File: src/include/port_function_control_pkg.sv
package port_function_control_pkg;

    // ==========================================================
    // Special register addresses
    // ==========================================================
    localparam logic [15:0] ADDR_MEMORY_EXPANSION_MODE = 16'hFF47;
    localparam logic [15:0] ADDR_PORT2_DRIVE_TYPE      = 16'hFF52;
    localparam logic [15:0] ADDR_PORT5_SEGMENT_SELECT  = 16'hFF55;
    localparam logic [15:0] ADDR_PORT7_SEGMENT_SELECT  = 16'hFF57;
    localparam logic [15:0] ADDR_PORT12_SEGMENT_SELECT = 16'hFF5C;
    localparam logic [15:0] ADDR_PORT13_SEGMENT_SELECT = 16'hFF5D;
    localparam logic [15:0] ADDR_PORT14_SEGMENT_SELECT = 16'hFF5E;
    // Output latch at PORT_LATCH_BASE + port number, direction at
    // PIN_DIRECTION_BASE + port number
    localparam logic [15:0] PORT_LATCH_BASE            = 16'hFF00;
    localparam logic [15:0] PIN_DIRECTION_BASE         = 16'hFF20;
    localparam logic [15:0] SFR_BASE                   = 16'hFF00;

    // ==========================================================
    // Field layout and reset values
    // ==========================================================
    localparam logic [7:0] DRIVE_TYPE_MASK   = 8'h1F;
    localparam logic [7:0] EXPANSION_MASK    = 8'h07;
    localparam logic [7:0] SELECT_RESET      = 8'h00;
    localparam logic [7:0] LATCH_RESET       = 8'h00;
    localparam logic [7:0] DIRECTION_RESET   = 8'hFF;
    localparam logic [7:0] SEGMENT_ALL_ZERO  = 8'h00;
    localparam logic [7:0] SEGMENT_ALL_ONE   = 8'hFF;

    // ==========================================================
    // Expansion mode codes
    // ==========================================================
    localparam logic [2:0] MODE_SINGLE_CHIP  = 3'h0;
    localparam logic [2:0] MODE_EXPAND_256   = 3'h3;
    localparam logic [2:0] MODE_EXPAND_4K    = 3'h4;
    localparam logic [2:0] MODE_EXPAND_16K   = 3'h5;
    localparam logic [2:0] MODE_EXPAND_FULL  = 3'h7;
    localparam logic [16:0] SIZE_256         = 17'h00100;
    localparam logic [16:0] SIZE_4K          = 17'h01000;
    localparam logic [16:0] SIZE_16K         = 17'h04000;
    localparam logic [16:0] SIZE_FULL        = 17'h10000;

    // ==========================================================
    // Ports served, in array order
    // ==========================================================
    localparam int NUM_PORTS = 8;
    localparam logic [7:0] PORT_NUMBER [0:NUM_PORTS-1] =
        '{8'h02, 8'h04, 8'h05, 8'h06, 8'h07, 8'h0C, 8'h0D, 8'h0E};
    localparam int IDX_P2  = 0;
    localparam int IDX_P4  = 1;
    localparam int IDX_P5  = 2;
    localparam int IDX_P6  = 3;
    localparam int IDX_P7  = 4;
    localparam int IDX_P12 = 5;
    localparam int IDX_P13 = 6;
    localparam int IDX_P14 = 7;

    // Port 6 strobe pin positions
    localparam int PIN_READ_STROBE  = 4;
    localparam int PIN_WRITE_STROBE = 5;
    localparam int PIN_ADDR_STROBE  = 7;

endpackage : port_function_control_pkg

File: src/port_io.sv
`timescale 1ns/10ps
// One byte-wide port: output latch, direction register, read path
module port_io
    import port_function_control_pkg::*;
(
    input  wire logic       sys_clk_i,
    input  wire logic       rstn_i,
    input  wire logic       latch_wr_i,
    input  wire logic       dir_wr_i,
    input  wire logic [7:0] wdata_i,
    input  wire logic [7:0] pin_level_i,
    output logic      [7:0] latch_o,
    output logic      [7:0] pin_direction_bit_o,
    output logic      [7:0] read_value_o
);

    // ==========================================================
    // Output latch
    // ==========================================================
    // Written whatever the direction; only writes change it
    always_ff @(posedge sys_clk_i or negedge rstn_i) begin
        if (!rstn_i) begin
            latch_o <= LATCH_RESET;
        end else if (latch_wr_i) begin
            latch_o <= wdata_i;
        end
    end

    // ==========================================================
    // Direction: 0 drives, 1 is input
    // ==========================================================
    always_ff @(posedge sys_clk_i or negedge rstn_i) begin
        if (!rstn_i) begin
            pin_direction_bit_o <= DIRECTION_RESET;
        end else if (dir_wr_i) begin
            pin_direction_bit_o <= wdata_i;
        end
    end

    // Output pins read the latch, input pins the pin level
    assign read_value_o = (latch_o & ~pin_direction_bit_o)
                        | (pin_level_i & pin_direction_bit_o);

endmodule : port_io

File: src/port_function_control.sv
`timescale 1ns/10ps
module port_function_control
    import port_function_control_pkg::*;
#(
    parameter logic [15:0] ROM_SIZE  = 16'h8000,
    parameter logic [15:0] RAM_START = 16'hFB00
) (
    input  wire logic        sys_clk_i,
    input  wire logic        rstn_i,
    // CPU special register access
    input  wire logic [15:0] sfr_addr_i,
    input  wire logic        sfr_wr_i,
    input  wire logic        sfr_bit_wr_i,
    input  wire logic [2:0]  sfr_bit_sel_i,
    input  wire logic        sfr_bit_val_i,
    input  wire logic [7:0]  sfr_wdata_i,
    input  wire logic        sfr_rd_i,
    output logic      [7:0]  sfr_rdata_o,
    // CPU external access request
    input  wire logic [15:0] ext_addr_i,
    input  wire logic [7:0]  ext_wdata_i,
    input  wire logic        ext_rd_i,
    input  wire logic        ext_wr_i,
    input  wire logic        ext_addr_phase_i,
    output logic             ext_select_o,
    output logic      [7:0]  ext_rdata_o,
    // Pins
    input  wire logic [7:0]  pin_level_i [NUM_PORTS],
    output logic      [7:0]  pin_out_o   [NUM_PORTS],
    output logic      [7:0]  pin_oe_o    [NUM_PORTS],
    // LCD segment hand-over per segment-capable port
    output logic      [7:0]  seg_enable_o [5],
    output logic      [2:0]  expansion_code_o
);

    // The window decode needs RAM to sit above the ROM
    if (RAM_START <= ROM_SIZE) begin : g_bad_map
        $error("RAM_START must lie above the internal ROM");
    end

    // ==========================================================
    // Control registers
    // ==========================================================
    logic [7:0] memory_expansion_mode;
    logic [7:0] port2_drive_type;
    logic [7:0] port5_segment_select;
    logic [7:0] port7_segment_select;
    logic [7:0] port12_segment_select;
    logic [7:0] port13_segment_select;
    logic [7:0] port14_segment_select;

    logic [7:0] latch      [NUM_PORTS];
    logic [7:0] direction  [NUM_PORTS];
    logic [7:0] port_read  [NUM_PORTS];
    logic [NUM_PORTS-1:0] latch_hit;
    logic [NUM_PORTS-1:0] dir_hit;
    logic [7:0] read_value;
    logic [7:0] next_value;
    logic       any_write;
    logic       byte_only;

    // Match an address to latch or direction of port number n
    function automatic logic hit_at(input logic [15:0] base,
                                    input logic [7:0]  n,
                                    input logic [15:0] addr);
        hit_at = (addr == (base + {8'h00, n}));
    endfunction : hit_at

    // Read mux, also the source of bit operations
    always_comb begin
        read_value = 8'h00;
        latch_hit  = '0;
        dir_hit    = '0;
        for (int i = 0; i < NUM_PORTS; i++) begin
            latch_hit[i] = hit_at(PORT_LATCH_BASE, PORT_NUMBER[i],
                                  sfr_addr_i);
            dir_hit[i]   = hit_at(PIN_DIRECTION_BASE, PORT_NUMBER[i],
                                  sfr_addr_i);
            if (latch_hit[i]) read_value = port_read[i];
            if (dir_hit[i])   read_value = direction[i];
        end

        unique case (sfr_addr_i)
            ADDR_MEMORY_EXPANSION_MODE: read_value = memory_expansion_mode;
            ADDR_PORT2_DRIVE_TYPE:      read_value = port2_drive_type;
            ADDR_PORT5_SEGMENT_SELECT:  read_value = port5_segment_select;
            ADDR_PORT7_SEGMENT_SELECT:  read_value = port7_segment_select;
            ADDR_PORT12_SEGMENT_SELECT: read_value = port12_segment_select;
            ADDR_PORT13_SEGMENT_SELECT: read_value = port13_segment_select;
            ADDR_PORT14_SEGMENT_SELECT: read_value = port14_segment_select;
            default: ;
        endcase
    end

    // Bit operations rewrite the whole byte read back
    always_comb begin
        next_value = sfr_wdata_i;
        if (sfr_bit_wr_i) begin
            next_value = read_value;
            next_value[sfr_bit_sel_i] = sfr_bit_val_i;
        end
    end

    // Bit writes store the whole byte
    assign any_write = sfr_wr_i | sfr_bit_wr_i;
    assign byte_only = sfr_wr_i & ~sfr_bit_wr_i;

    // Mode and drive-type registers, unused bits held at zero
    always_ff @(posedge sys_clk_i or negedge rstn_i) begin
        if (!rstn_i) begin
            memory_expansion_mode <= SELECT_RESET;
            port2_drive_type      <= SELECT_RESET;
        end else if (any_write) begin
            if (sfr_addr_i == ADDR_MEMORY_EXPANSION_MODE) begin
                memory_expansion_mode <= next_value & EXPANSION_MASK;
            end
            if (sfr_addr_i == ADDR_PORT2_DRIVE_TYPE) begin
                port2_drive_type <= next_value & DRIVE_TYPE_MASK;
            end
        end
    end

    // Segment selects; ports 12-14 ignore bit operations
    always_ff @(posedge sys_clk_i or negedge rstn_i) begin
        if (!rstn_i) begin
            port5_segment_select  <= SELECT_RESET;
            port7_segment_select  <= SELECT_RESET;
            port12_segment_select <= SELECT_RESET;
            port13_segment_select <= SELECT_RESET;
            port14_segment_select <= SELECT_RESET;
        end else begin
            if (any_write && sfr_addr_i == ADDR_PORT5_SEGMENT_SELECT) begin
                port5_segment_select <= next_value;
            end
            if (any_write && sfr_addr_i == ADDR_PORT7_SEGMENT_SELECT) begin
                port7_segment_select <= next_value;
            end

            // Mixed patterns are software's fault and are stored as is
            if (byte_only && sfr_addr_i == ADDR_PORT12_SEGMENT_SELECT) begin
                port12_segment_select <= sfr_wdata_i;
            end
            if (byte_only && sfr_addr_i == ADDR_PORT13_SEGMENT_SELECT) begin
                port13_segment_select <= sfr_wdata_i;
            end
            if (byte_only && sfr_addr_i == ADDR_PORT14_SEGMENT_SELECT) begin
                port14_segment_select <= sfr_wdata_i;
            end
        end
    end

    // Registered read data; reads have no side effect
    always_ff @(posedge sys_clk_i or negedge rstn_i) begin
        if (!rstn_i) begin
            sfr_rdata_o <= 8'h00;
        end else if (sfr_rd_i) begin
            sfr_rdata_o <= read_value;
        end
    end

    // ==========================================================
    // Port latches and directions
    // ==========================================================
    for (genvar g = 0; g < NUM_PORTS; g++) begin : g_port
        port_io u_port (
            .sys_clk_i           (sys_clk_i),
            .rstn_i              (rstn_i),
            .latch_wr_i          (any_write & latch_hit[g]),
            .dir_wr_i            (any_write & dir_hit[g]),
            .wdata_i             (next_value),
            .pin_level_i         (pin_level_i[g]),
            .latch_o             (latch[g]),
            .pin_direction_bit_o (direction[g]),
            .read_value_o        (port_read[g])
        );
    end

    // ==========================================================
    // External memory window
    // ==========================================================
    logic [2:0]  expansion_code;
    logic        expand_on;
    logic [16:0] window_size;
    logic        internal_hit;
    logic [16:0] ext_offset;

    assign expansion_code   = memory_expansion_mode[2:0];
    assign expansion_code_o = expansion_code;
    assign expand_on        = (expansion_code != MODE_SINGLE_CHIP);

    always_comb begin
        unique case (expansion_code)
            MODE_EXPAND_256:  window_size = SIZE_256;
            MODE_EXPAND_4K:   window_size = SIZE_4K;
            MODE_EXPAND_16K:  window_size = SIZE_16K;
            MODE_EXPAND_FULL: window_size = SIZE_FULL;
            default:          window_size = 17'h00000;
        endcase
    end

    // Internal ROM, RAM and special registers never go outside
    assign internal_hit = (ext_addr_i < ROM_SIZE)
                        | (ext_addr_i >= RAM_START)
                        | (ext_addr_i >= SFR_BASE);
    // Low addresses wrap here but are internal
    assign ext_offset   = {1'b0, ext_addr_i} - {1'b0, ROM_SIZE};
    assign ext_select_o = expand_on & ~internal_hit
                        & (ext_offset < window_size);

    // Read data taken from port 4 while the read strobe is active
    always_ff @(posedge sys_clk_i or negedge rstn_i) begin
        if (!rstn_i) begin
            ext_rdata_o <= 8'h00;
        end else if (ext_select_o && ext_rd_i && !ext_addr_phase_i) begin
            ext_rdata_o <= pin_level_i[IDX_P4];
        end
    end

    // ==========================================================
    // Pin drive
    // ==========================================================
    logic [7:0] high_addr_pins;
    logic       bus_cycle;

    assign bus_cycle = ext_select_o & (ext_rd_i | ext_wr_i);

    // Upper address pins of port 5 grow with the window size
    always_comb begin
        unique case (expansion_code)
            MODE_EXPAND_4K:   high_addr_pins = 8'h0F;
            MODE_EXPAND_16K:  high_addr_pins = 8'h3F;
            MODE_EXPAND_FULL: high_addr_pins = 8'hFF;
            default:          high_addr_pins = 8'h00;
        endcase
    end

    assign seg_enable_o[0] = port5_segment_select;
    assign seg_enable_o[1] = port7_segment_select;
    assign seg_enable_o[2] = port12_segment_select;
    assign seg_enable_o[3] = port13_segment_select;
    assign seg_enable_o[4] = port14_segment_select;

    // Port drive, then segment hand-over, then bus overrides
    always_comb begin
        for (int i = 0; i < NUM_PORTS; i++) begin
            pin_out_o[i] = latch[i];
            pin_oe_o[i]  = ~direction[i];
        end

        // Open drain only pulls low, so a 1 releases the pin
        pin_oe_o[IDX_P2] = ~direction[IDX_P2]
                         & ~(port2_drive_type & latch[IDX_P2]);
        // LCD-owned pins are let go by the port
        pin_oe_o[IDX_P5]  = pin_oe_o[IDX_P5]  & ~port5_segment_select;
        pin_oe_o[IDX_P7]  = pin_oe_o[IDX_P7]  & ~port7_segment_select;
        pin_oe_o[IDX_P12] = pin_oe_o[IDX_P12] & ~port12_segment_select;
        pin_oe_o[IDX_P13] = pin_oe_o[IDX_P13] & ~port13_segment_select;
        pin_oe_o[IDX_P14] = pin_oe_o[IDX_P14] & ~port14_segment_select;

        if (expand_on) begin
            // Port 4: address in the latch phase, then write data
            pin_out_o[IDX_P4] = ext_addr_phase_i ? ext_addr_i[7:0]
                                                 : ext_wdata_i;
            pin_oe_o[IDX_P4]  = {8{bus_cycle & (ext_addr_phase_i
                                                | ext_wr_i)}};
            for (int b = 0; b < 8; b++) begin
                if (high_addr_pins[b]) begin
                    pin_out_o[IDX_P5][b] = ext_addr_i[8 + b];
                    pin_oe_o[IDX_P5][b]  = 1'b1;
                end
            end

            // Read and write strobes are active low and idle high; the address strobe is active high
            pin_out_o[IDX_P6][PIN_READ_STROBE] =
                ~(bus_cycle & ext_rd_i & ~ext_addr_phase_i);
            pin_out_o[IDX_P6][PIN_WRITE_STROBE] =
                ~(bus_cycle & ext_wr_i & ~ext_addr_phase_i);
            pin_out_o[IDX_P6][PIN_ADDR_STROBE] = bus_cycle & ext_addr_phase_i;
            pin_oe_o[IDX_P6][PIN_READ_STROBE]  = 1'b1;
            pin_oe_o[IDX_P6][PIN_WRITE_STROBE] = 1'b1;
            pin_oe_o[IDX_P6][PIN_ADDR_STROBE]  = 1'b1;
        end
    end

endmodule : port_function_control

File: config.mk
export PLATFORM = sky130hd
export DESIGN_NAME = port_function_control
export DESIGN_NICKNAME = d
export VERILOG_FILES = /design/src/include/port_function_control_pkg.sv /design/src/port_io.sv /design/src/port_function_control.sv
export SDC_FILE = /design/constraint.sdc
export NUM_CORES = 1
export LEC_CHECK = 0
export BUFFER_PORTS_ARGS = -buffer_cell sky130_fd_sc_hd__buf_2
export CORE_MARGIN = 5
export CORE_UTILIZATION = 45
export CTS_CLUSTER_SIZE = 40
export DETAILED_ROUTE_END_ITERATION = 6
export PLACE_DENSITY_LB_ADDON = 0.05
export SLEW_MARGIN = 25
export SYNTH_ARGS = -nofsm -noshare
export SYNTH_HDL_FRONTEND = slang
export SYNTH_SLANG_ARGS = --single-unit
File: constraint.sdc
create_clock -name sys_clk_i -period 6.2 [get_ports sys_clk_i]
set_input_delay 0 -clock sys_clk_i [delete_from_list [all_inputs] [get_ports sys_clk_i]]
set_output_delay 0 -clock sys_clk_i [all_outputs]
set_load 0.02 [all_outputs]
### Word-level counts from Yosys, hierarchy flattened

Index checks and enable logic that the tools add are counted.

| cells by class | value |
|---|---|
| $add $sub $neg | 1 |
| $mul | 0 |
| divide/modulo/power cells | 0 |
| magnitude comparators | 6 |
| equality and inequality tests | 27 |
| shift-type cells | 0 |
| multiplexer cells | 44 |
| bitwise operators | 81 |
| reductions and logical operators | 12 |

Operators with widths:

| kind | count |
|---|---|
| 16-bit equality test, second input constant | 23 |
| 8-bit bitwise AND | 22 |
| 8-bit two-way mux | 18 |
| 8-bit inverter | 14 |
| 17-bit one-hot mux with 4 select lines | 1 |
| 8-bit OR | 8 |
| 8-bit one-hot mux with 7 select lines | 1 |
| 17-bit two-way mux | 2 |
| 16-bit >= comparator, second input constant | 2 |
| 1-bit bitwise AND | 26 |
| 8-bit one-hot mux with 3 select lines | 1 |
| 17-bit < comparator | 1 |
| 1-bit two-way mux | 17 |
| 16-bit by 16-bit subtractor with 17-bit output, second input constant | 1 |
| 16-bit < comparator, second input constant | 1 |
| 3-bit equality test, second input constant | 3 |
| 5-bit by 8-bit bitwise AND with 8-bit output | 1 |
| 8-bit bitwise mux | 1 |
| 1-bit logical AND | 8 |
| 1-bit inverter | 5 |
| 1-bit OR | 5 |
| 3-bit by 4-bit < comparator with 1-bit output, second input constant | 1 |
| 2-bit two-way mux | 2 |
| 2-bit AND reduction | 2 |
| 5 further kinds | 5 |

| word-level totals | value |
|---|---|
| register bits after elaboration | 192 |
| latch bits | 0 |
| bits in writable memories | 0 |
| bits in read-only memories | 0 |
| output and inout port bits | 188 |
| memories kept | 0 |

### Depth between registers and ports, before layout

| depth | value |
|---|---|
| depth after elaboration | 22 |
| gate-level depth with buffers | 12 |
| gate-level depth less buffers | 10 |

### Hierarchy

A second synthesis with hierarchy kept.

| second synthesis, totals | value |
|---|---|
| cell total of the unflattened synthesis | 1105 |
| area total of the unflattened synthesis | 12019.0 µm² |

By module, submodules not included:

| module | times used | cells an instance | area an instance (µm²) |
|---|---|---|---|
| port_io | 8 | 42 | 763.2 |
| port_function_control | 1 | 769 | 5913.2 |

### Worst setup path before layout

No wires, ideal clock.

| timing path | value |
|---|---|
| kind | reg-to-reg |
| start point | reg memory_expansion_mode[0] |
| end point | reg ext_rdata_o[0] |
| arrival | 2.650 ns |
| path slack | 3.425 ns |
| cell stages (with the launch flop) | 13 |
| cell sequence | dfrtp_1 -> clkbuf_1 -> nor2_1 -> nand2_1 -> ha_1 -> inv_1 -> a31oi_1 -> o31a_1 -> o21ai_0 -> o2111ai_1 -> or3b_2 -> clkbuf_1 -> mux2_2 |

| between the ends | value |
|---|---|
| word-level cells in the longest chain between the ends | 6 |
| elaborated cells on any way between the ends | 11 |
| classes of those cells | order compare (1); eq/ne (4); mux (1); bitwise (2); reduce/logical (3) |

Ends and longest elaborated chain:

| element | RTL line | RTL |
|---|---|---|
| from (decl) | port_function_control.sv:44 | `logic [7:0] memory_expansion_mode;` |
| from (signal assigned) | port_function_control.sv:115 | `memory_expansion_mode <= next_value & EXPANSION_MASK;` |
| 3-bit equality test or 3-bit by 2-bit equality test with 1-bit output (tied branches) | port_function_control.sv:192 | `unique case (expansion_code)` |
| 17-bit one-hot mux with 4 select lines | port_function_control.sv:192 |  |
| 17-bit < comparator | port_function_control.sv:208 | `& (ext_offset < window_size);` |
| 1-bit bitwise AND (*) | port_function_control.sv:208 |  |
| 1-bit logical AND (*) (2 in series) | port_function_control.sv:214 | `end else if (ext_select_o && ext_rd_i && !ext_addr_phase_i) begin` |
| to (signal assigned) | port_function_control.sv:215 | `ext_rdata_o <= pin_level_i[IDX_P4];` |
| to (decl) | port_function_control.sv:26 | `output logic [7:0] ext_rdata_o,` |

Mark *: on every way between the ends. The rest lies on a longest branch, timed or not.
A chain may end at the register's enable or synchronous reset.

==> impl_metrics.yaml <==
finish:
  n_fill_cell: 2336
  drive_gt1_share_pct: 34.8
  syn_to_final_growth_pct: 22.3
  final_nets: 1679
  final_cells: 1897
clock_tree:
  numCtsBuffers: 17
  path_clk_slew_ns: 0.09
  cts_max_level: 4
  cts_setup_buffers: 0
  cts_resized: 0
  cts.sinks: 192
  clock-root-buffer: "clkbuf_16"
  clk_latency_ns: 0.45
  cts.path.max_buffers: 2
  cts_tree: "built"
floorplan:
  io_pins: 312
  initial_core_util_pct: 45.8
  die_width_um: 170
  rows: 58
  die_y_um: 170
  fp.dieArea_um2: 28900
  core-area_um2: 25200
power_and_ir_drop:
  power_per_cell_area_nw_per_um2: 190
  combPwrFrac_pct: 9.3
  switchingPower_uw: 796
  clkPwrFrac_pct: 43.8
  leakagePower_uw: 0.00595
  internal_power_uw: 1890
  seq_power_share_pct: 46.9
  peakVddDrop_uv: 157
  switching_share_pct: 29.6
yosys:
  syn_area_per_cell_um2: 8.98
  ys_async_sr_fraction_pct: 100
  yosysWarnings: 0
  synth_edf_count: 0
  synth_nets: 1410
  ys_seq_area_share_pct: 42.4
  synthFlopType: "dfrtp_1"
  syn_area_um2: 11500
  synthCells: 1284
  synth_cell_types: 91
  synth.ff_latch_count: 192
global_route:
  overflow: 0
  grt_pass1_vias: 11700
  grt_pass1_wl_um: 77400
  grt_usage_pct: 35.7
  antenna_found_initial: 1
  grt_max_degree: 82
sta:
  fin_crit_ns: 3.50
  rsz0062_at_grt: "false"
  maxSlewHeadroom_pct: 26.9
  slew_viol_final: 0
  hold_viol_final: 0
  max_freq_mhz: 286
  tightest_slew_ns: 1.08
  setup_viol: 0
  finalClockSkew_ns: 0.0173
  setup_tns_ns: 0
  post-route-period-util_pct: 56.4
placed_design:
  dp_cells: 1846
  port_buffers: 311
  place_congestion: 1.00
  dp_hpwl_um: 39300
route:
  drtPass1Iterations: 6
  vias_per_cell: 6.41
  drt_iter0_markers: 1469
  drtAntennaViolNets: 0
  wire_per_inst_um: 27.8
  finalWirelength_um: 52800
  via_count: 12200
  drc: 0
setup_path:
  ff2ff_setup_slack_ns: 3.03
  critPathKind: "reg -> out"
  cp-startpoint: "memory_expansion_mode[0]"
  cp_max_fo: 11
  critPathArrivalTime_ns: 3.50
  worstSetupEndpoint: "pin_out_o[36]"
  end_kind: "output port"
  worstPathRequired_ns: 6.20
  critPathLaunchType: "register"
  r2r-end: "ext_rdata_o[0]"
  r2r_start: "memory_expansion_mode[0]"
  ff2ff_path_depth: 10
flow_run:
  max_cap_viol_count: 0
worst_hold_path:
  hold_path.class: "in -> async"
outcome:
  status: "finished, final reports clean"
-- final cells by class --
cell class / count / area [µm²] / area share (%)
clock inverter: 15 / 195 / 1.38
multi-input combinational: 964 / 6150 / 43.6
antenna: 1 / 2.50 / 0.0177
sequential: 192 / 4880 / 34.6
clock buffer: 17 / 425 / 3.02
inverter: 27 / 101 / 0.719
timing repair buffer: 351 / 1930 / 13.7
tap: 330 / 413 / 2.93
-- worst min path at each step --
| stage | startpoint | slack (ns) | end |
|---|---|---|---|
| final | rstn_i | 0.03 | ext_rdata_o[6] |
| after global routing | rstn_i | 0.06 | ext_rdata_o[6] |
| after CTS | rstn_i | 0.04 | ext_rdata_o[6] |
| after detailed placement | rstn_i | -0.05 | ext_rdata_o[6] |
| after global placement | rstn_i | -0.05 | ext_rdata_o[1] |
| after floorplan | rstn_i | -0.30 | ext_rdata_o[0] |
-- power groups by stage --
stage                     registers (µW)  logic [µW]  clock network (µW)
final                               1260         249                1180
after global routing                1260         264                1240
after CTS                           1260         244                1180
after detailed placement            1280         234                   0
after global placement              1280         230                   0
after floorplan                     1290         106                   0
-- repair_timing --
item                                    in CTS  in global routing
endpoints found under the setup margin       0                  0
hold endpoints to repair                    80                  0
hold buffers                                18                  0
-- through the flow --
stage	hold slack, ns	instance area [µm²]	setup slack, ns	total power [µW]	utilization, %
6_report	0.0292	14100	2.70	2690	56.0
5_1_grt	0.0569	14100	2.51	2760	56.0
4_1_cts	0.0385	14100	2.77	2690	55.9
3_5_place_dp	-0.0451	13300	2.50	1520	52.7
3_3_place_gp	-0.0498	13200	2.43	1510	52.5
2_1_floorplan	-0.296	11500	3.42	1390	-
-- cells by family (layout without fill, tap and decap cells) --
group,count (synthesis),count (layout),share of synthesized area [%]
muxes,90,90,8.38
DFF,192,192,42.4
AOI/OAI and AO/OA,401,401,23.5
adders and majority gates,2,2,0.217
buffers and inverters,128,410,5.21
other,0,1,0
and+or+nand+nor,470,470,20.2
xor gates and xnor gates,1,1,0.0760
-- synthesized netlist by cell type (14+ instances only) --
cell / count / area, µm²
nor2_1: 209 / 785
dfrtp_1: 128 / 3200
nand2_1: 110 / 413
a21oi_1: 93 / 465
a31oi_1: 71 / 444
o21ai_0: 70 / 350
dfstp_2: 64 / 1680
mux2_2: 52 / 586
clkbuf_1: 51 / 191
mux2i_1: 38 / 380
buf_2: 35 / 175
o21ai_1: 30 / 150
inv_1: 25 / 93.8
nand4_1: 20 / 125
nor3_1: 19 / 95.1
nand3_1: 18 / 90.1
a22oi_1: 14 / 105
nor4_1: 14 / 87.6
-- layout by cell type, fill, tap and decap left out, drive strengths merged, types with 8 or more instances in the layout --
cell type and instances:
a211oi 9, a21oi 104, a222oi 8, a22oi 14
a31oi 71, buf 332, clkbuf 18, clkinv 9
dfrtp 128, dfstp 64, dlygate4sd3 18, inv 33
mux2 52, mux2i 38, nand2 110, nand3 18
nand4 20, nor2 209, nor2b 9, nor3 23
nor4 23, o21ai 103, o31ai 9
-- state kept, by name, indices dropped and copies added, names as in the netlist --
name and cells:
g_port.u_port.latch_o 64, sfr_rdata_o 8, ext_rdata_o 8, port12_segment_select 8
port5_segment_select 8, port7_segment_select 8, memory_expansion_mode 3, port2_drive_type 5
port13_segment_select 8, port14_segment_select 8, g_port.u_port.pin_direction_bit_o 64
-- worst max-delay path: stages, from the launching register on --
cell	delay [ns]
dfrtp_1	0.63
nor2_1	0.19
nand2_1	0.07
ha_1	0.28
inv_1	0.05
a31oi_1	0.03
o31a_1	0.25
o21ai_0	0.15
o2111ai_1	0.37
or3b_2	0.72
o21a_1	0.15
buf_2	0.15
-- routing by layer --
layer	wire [µm]	share of wire, %	track usage [%]	up-vias
met5	0	0	0	-
met1	22100	42	51.6	5934
met2	23000	44	53.3	802
met4	1780	3.4	11.2	0
li1	-	-	-	5299
met3	5890	11	8.48	118
Note: power is estimated with default switching activity, not from simulation.
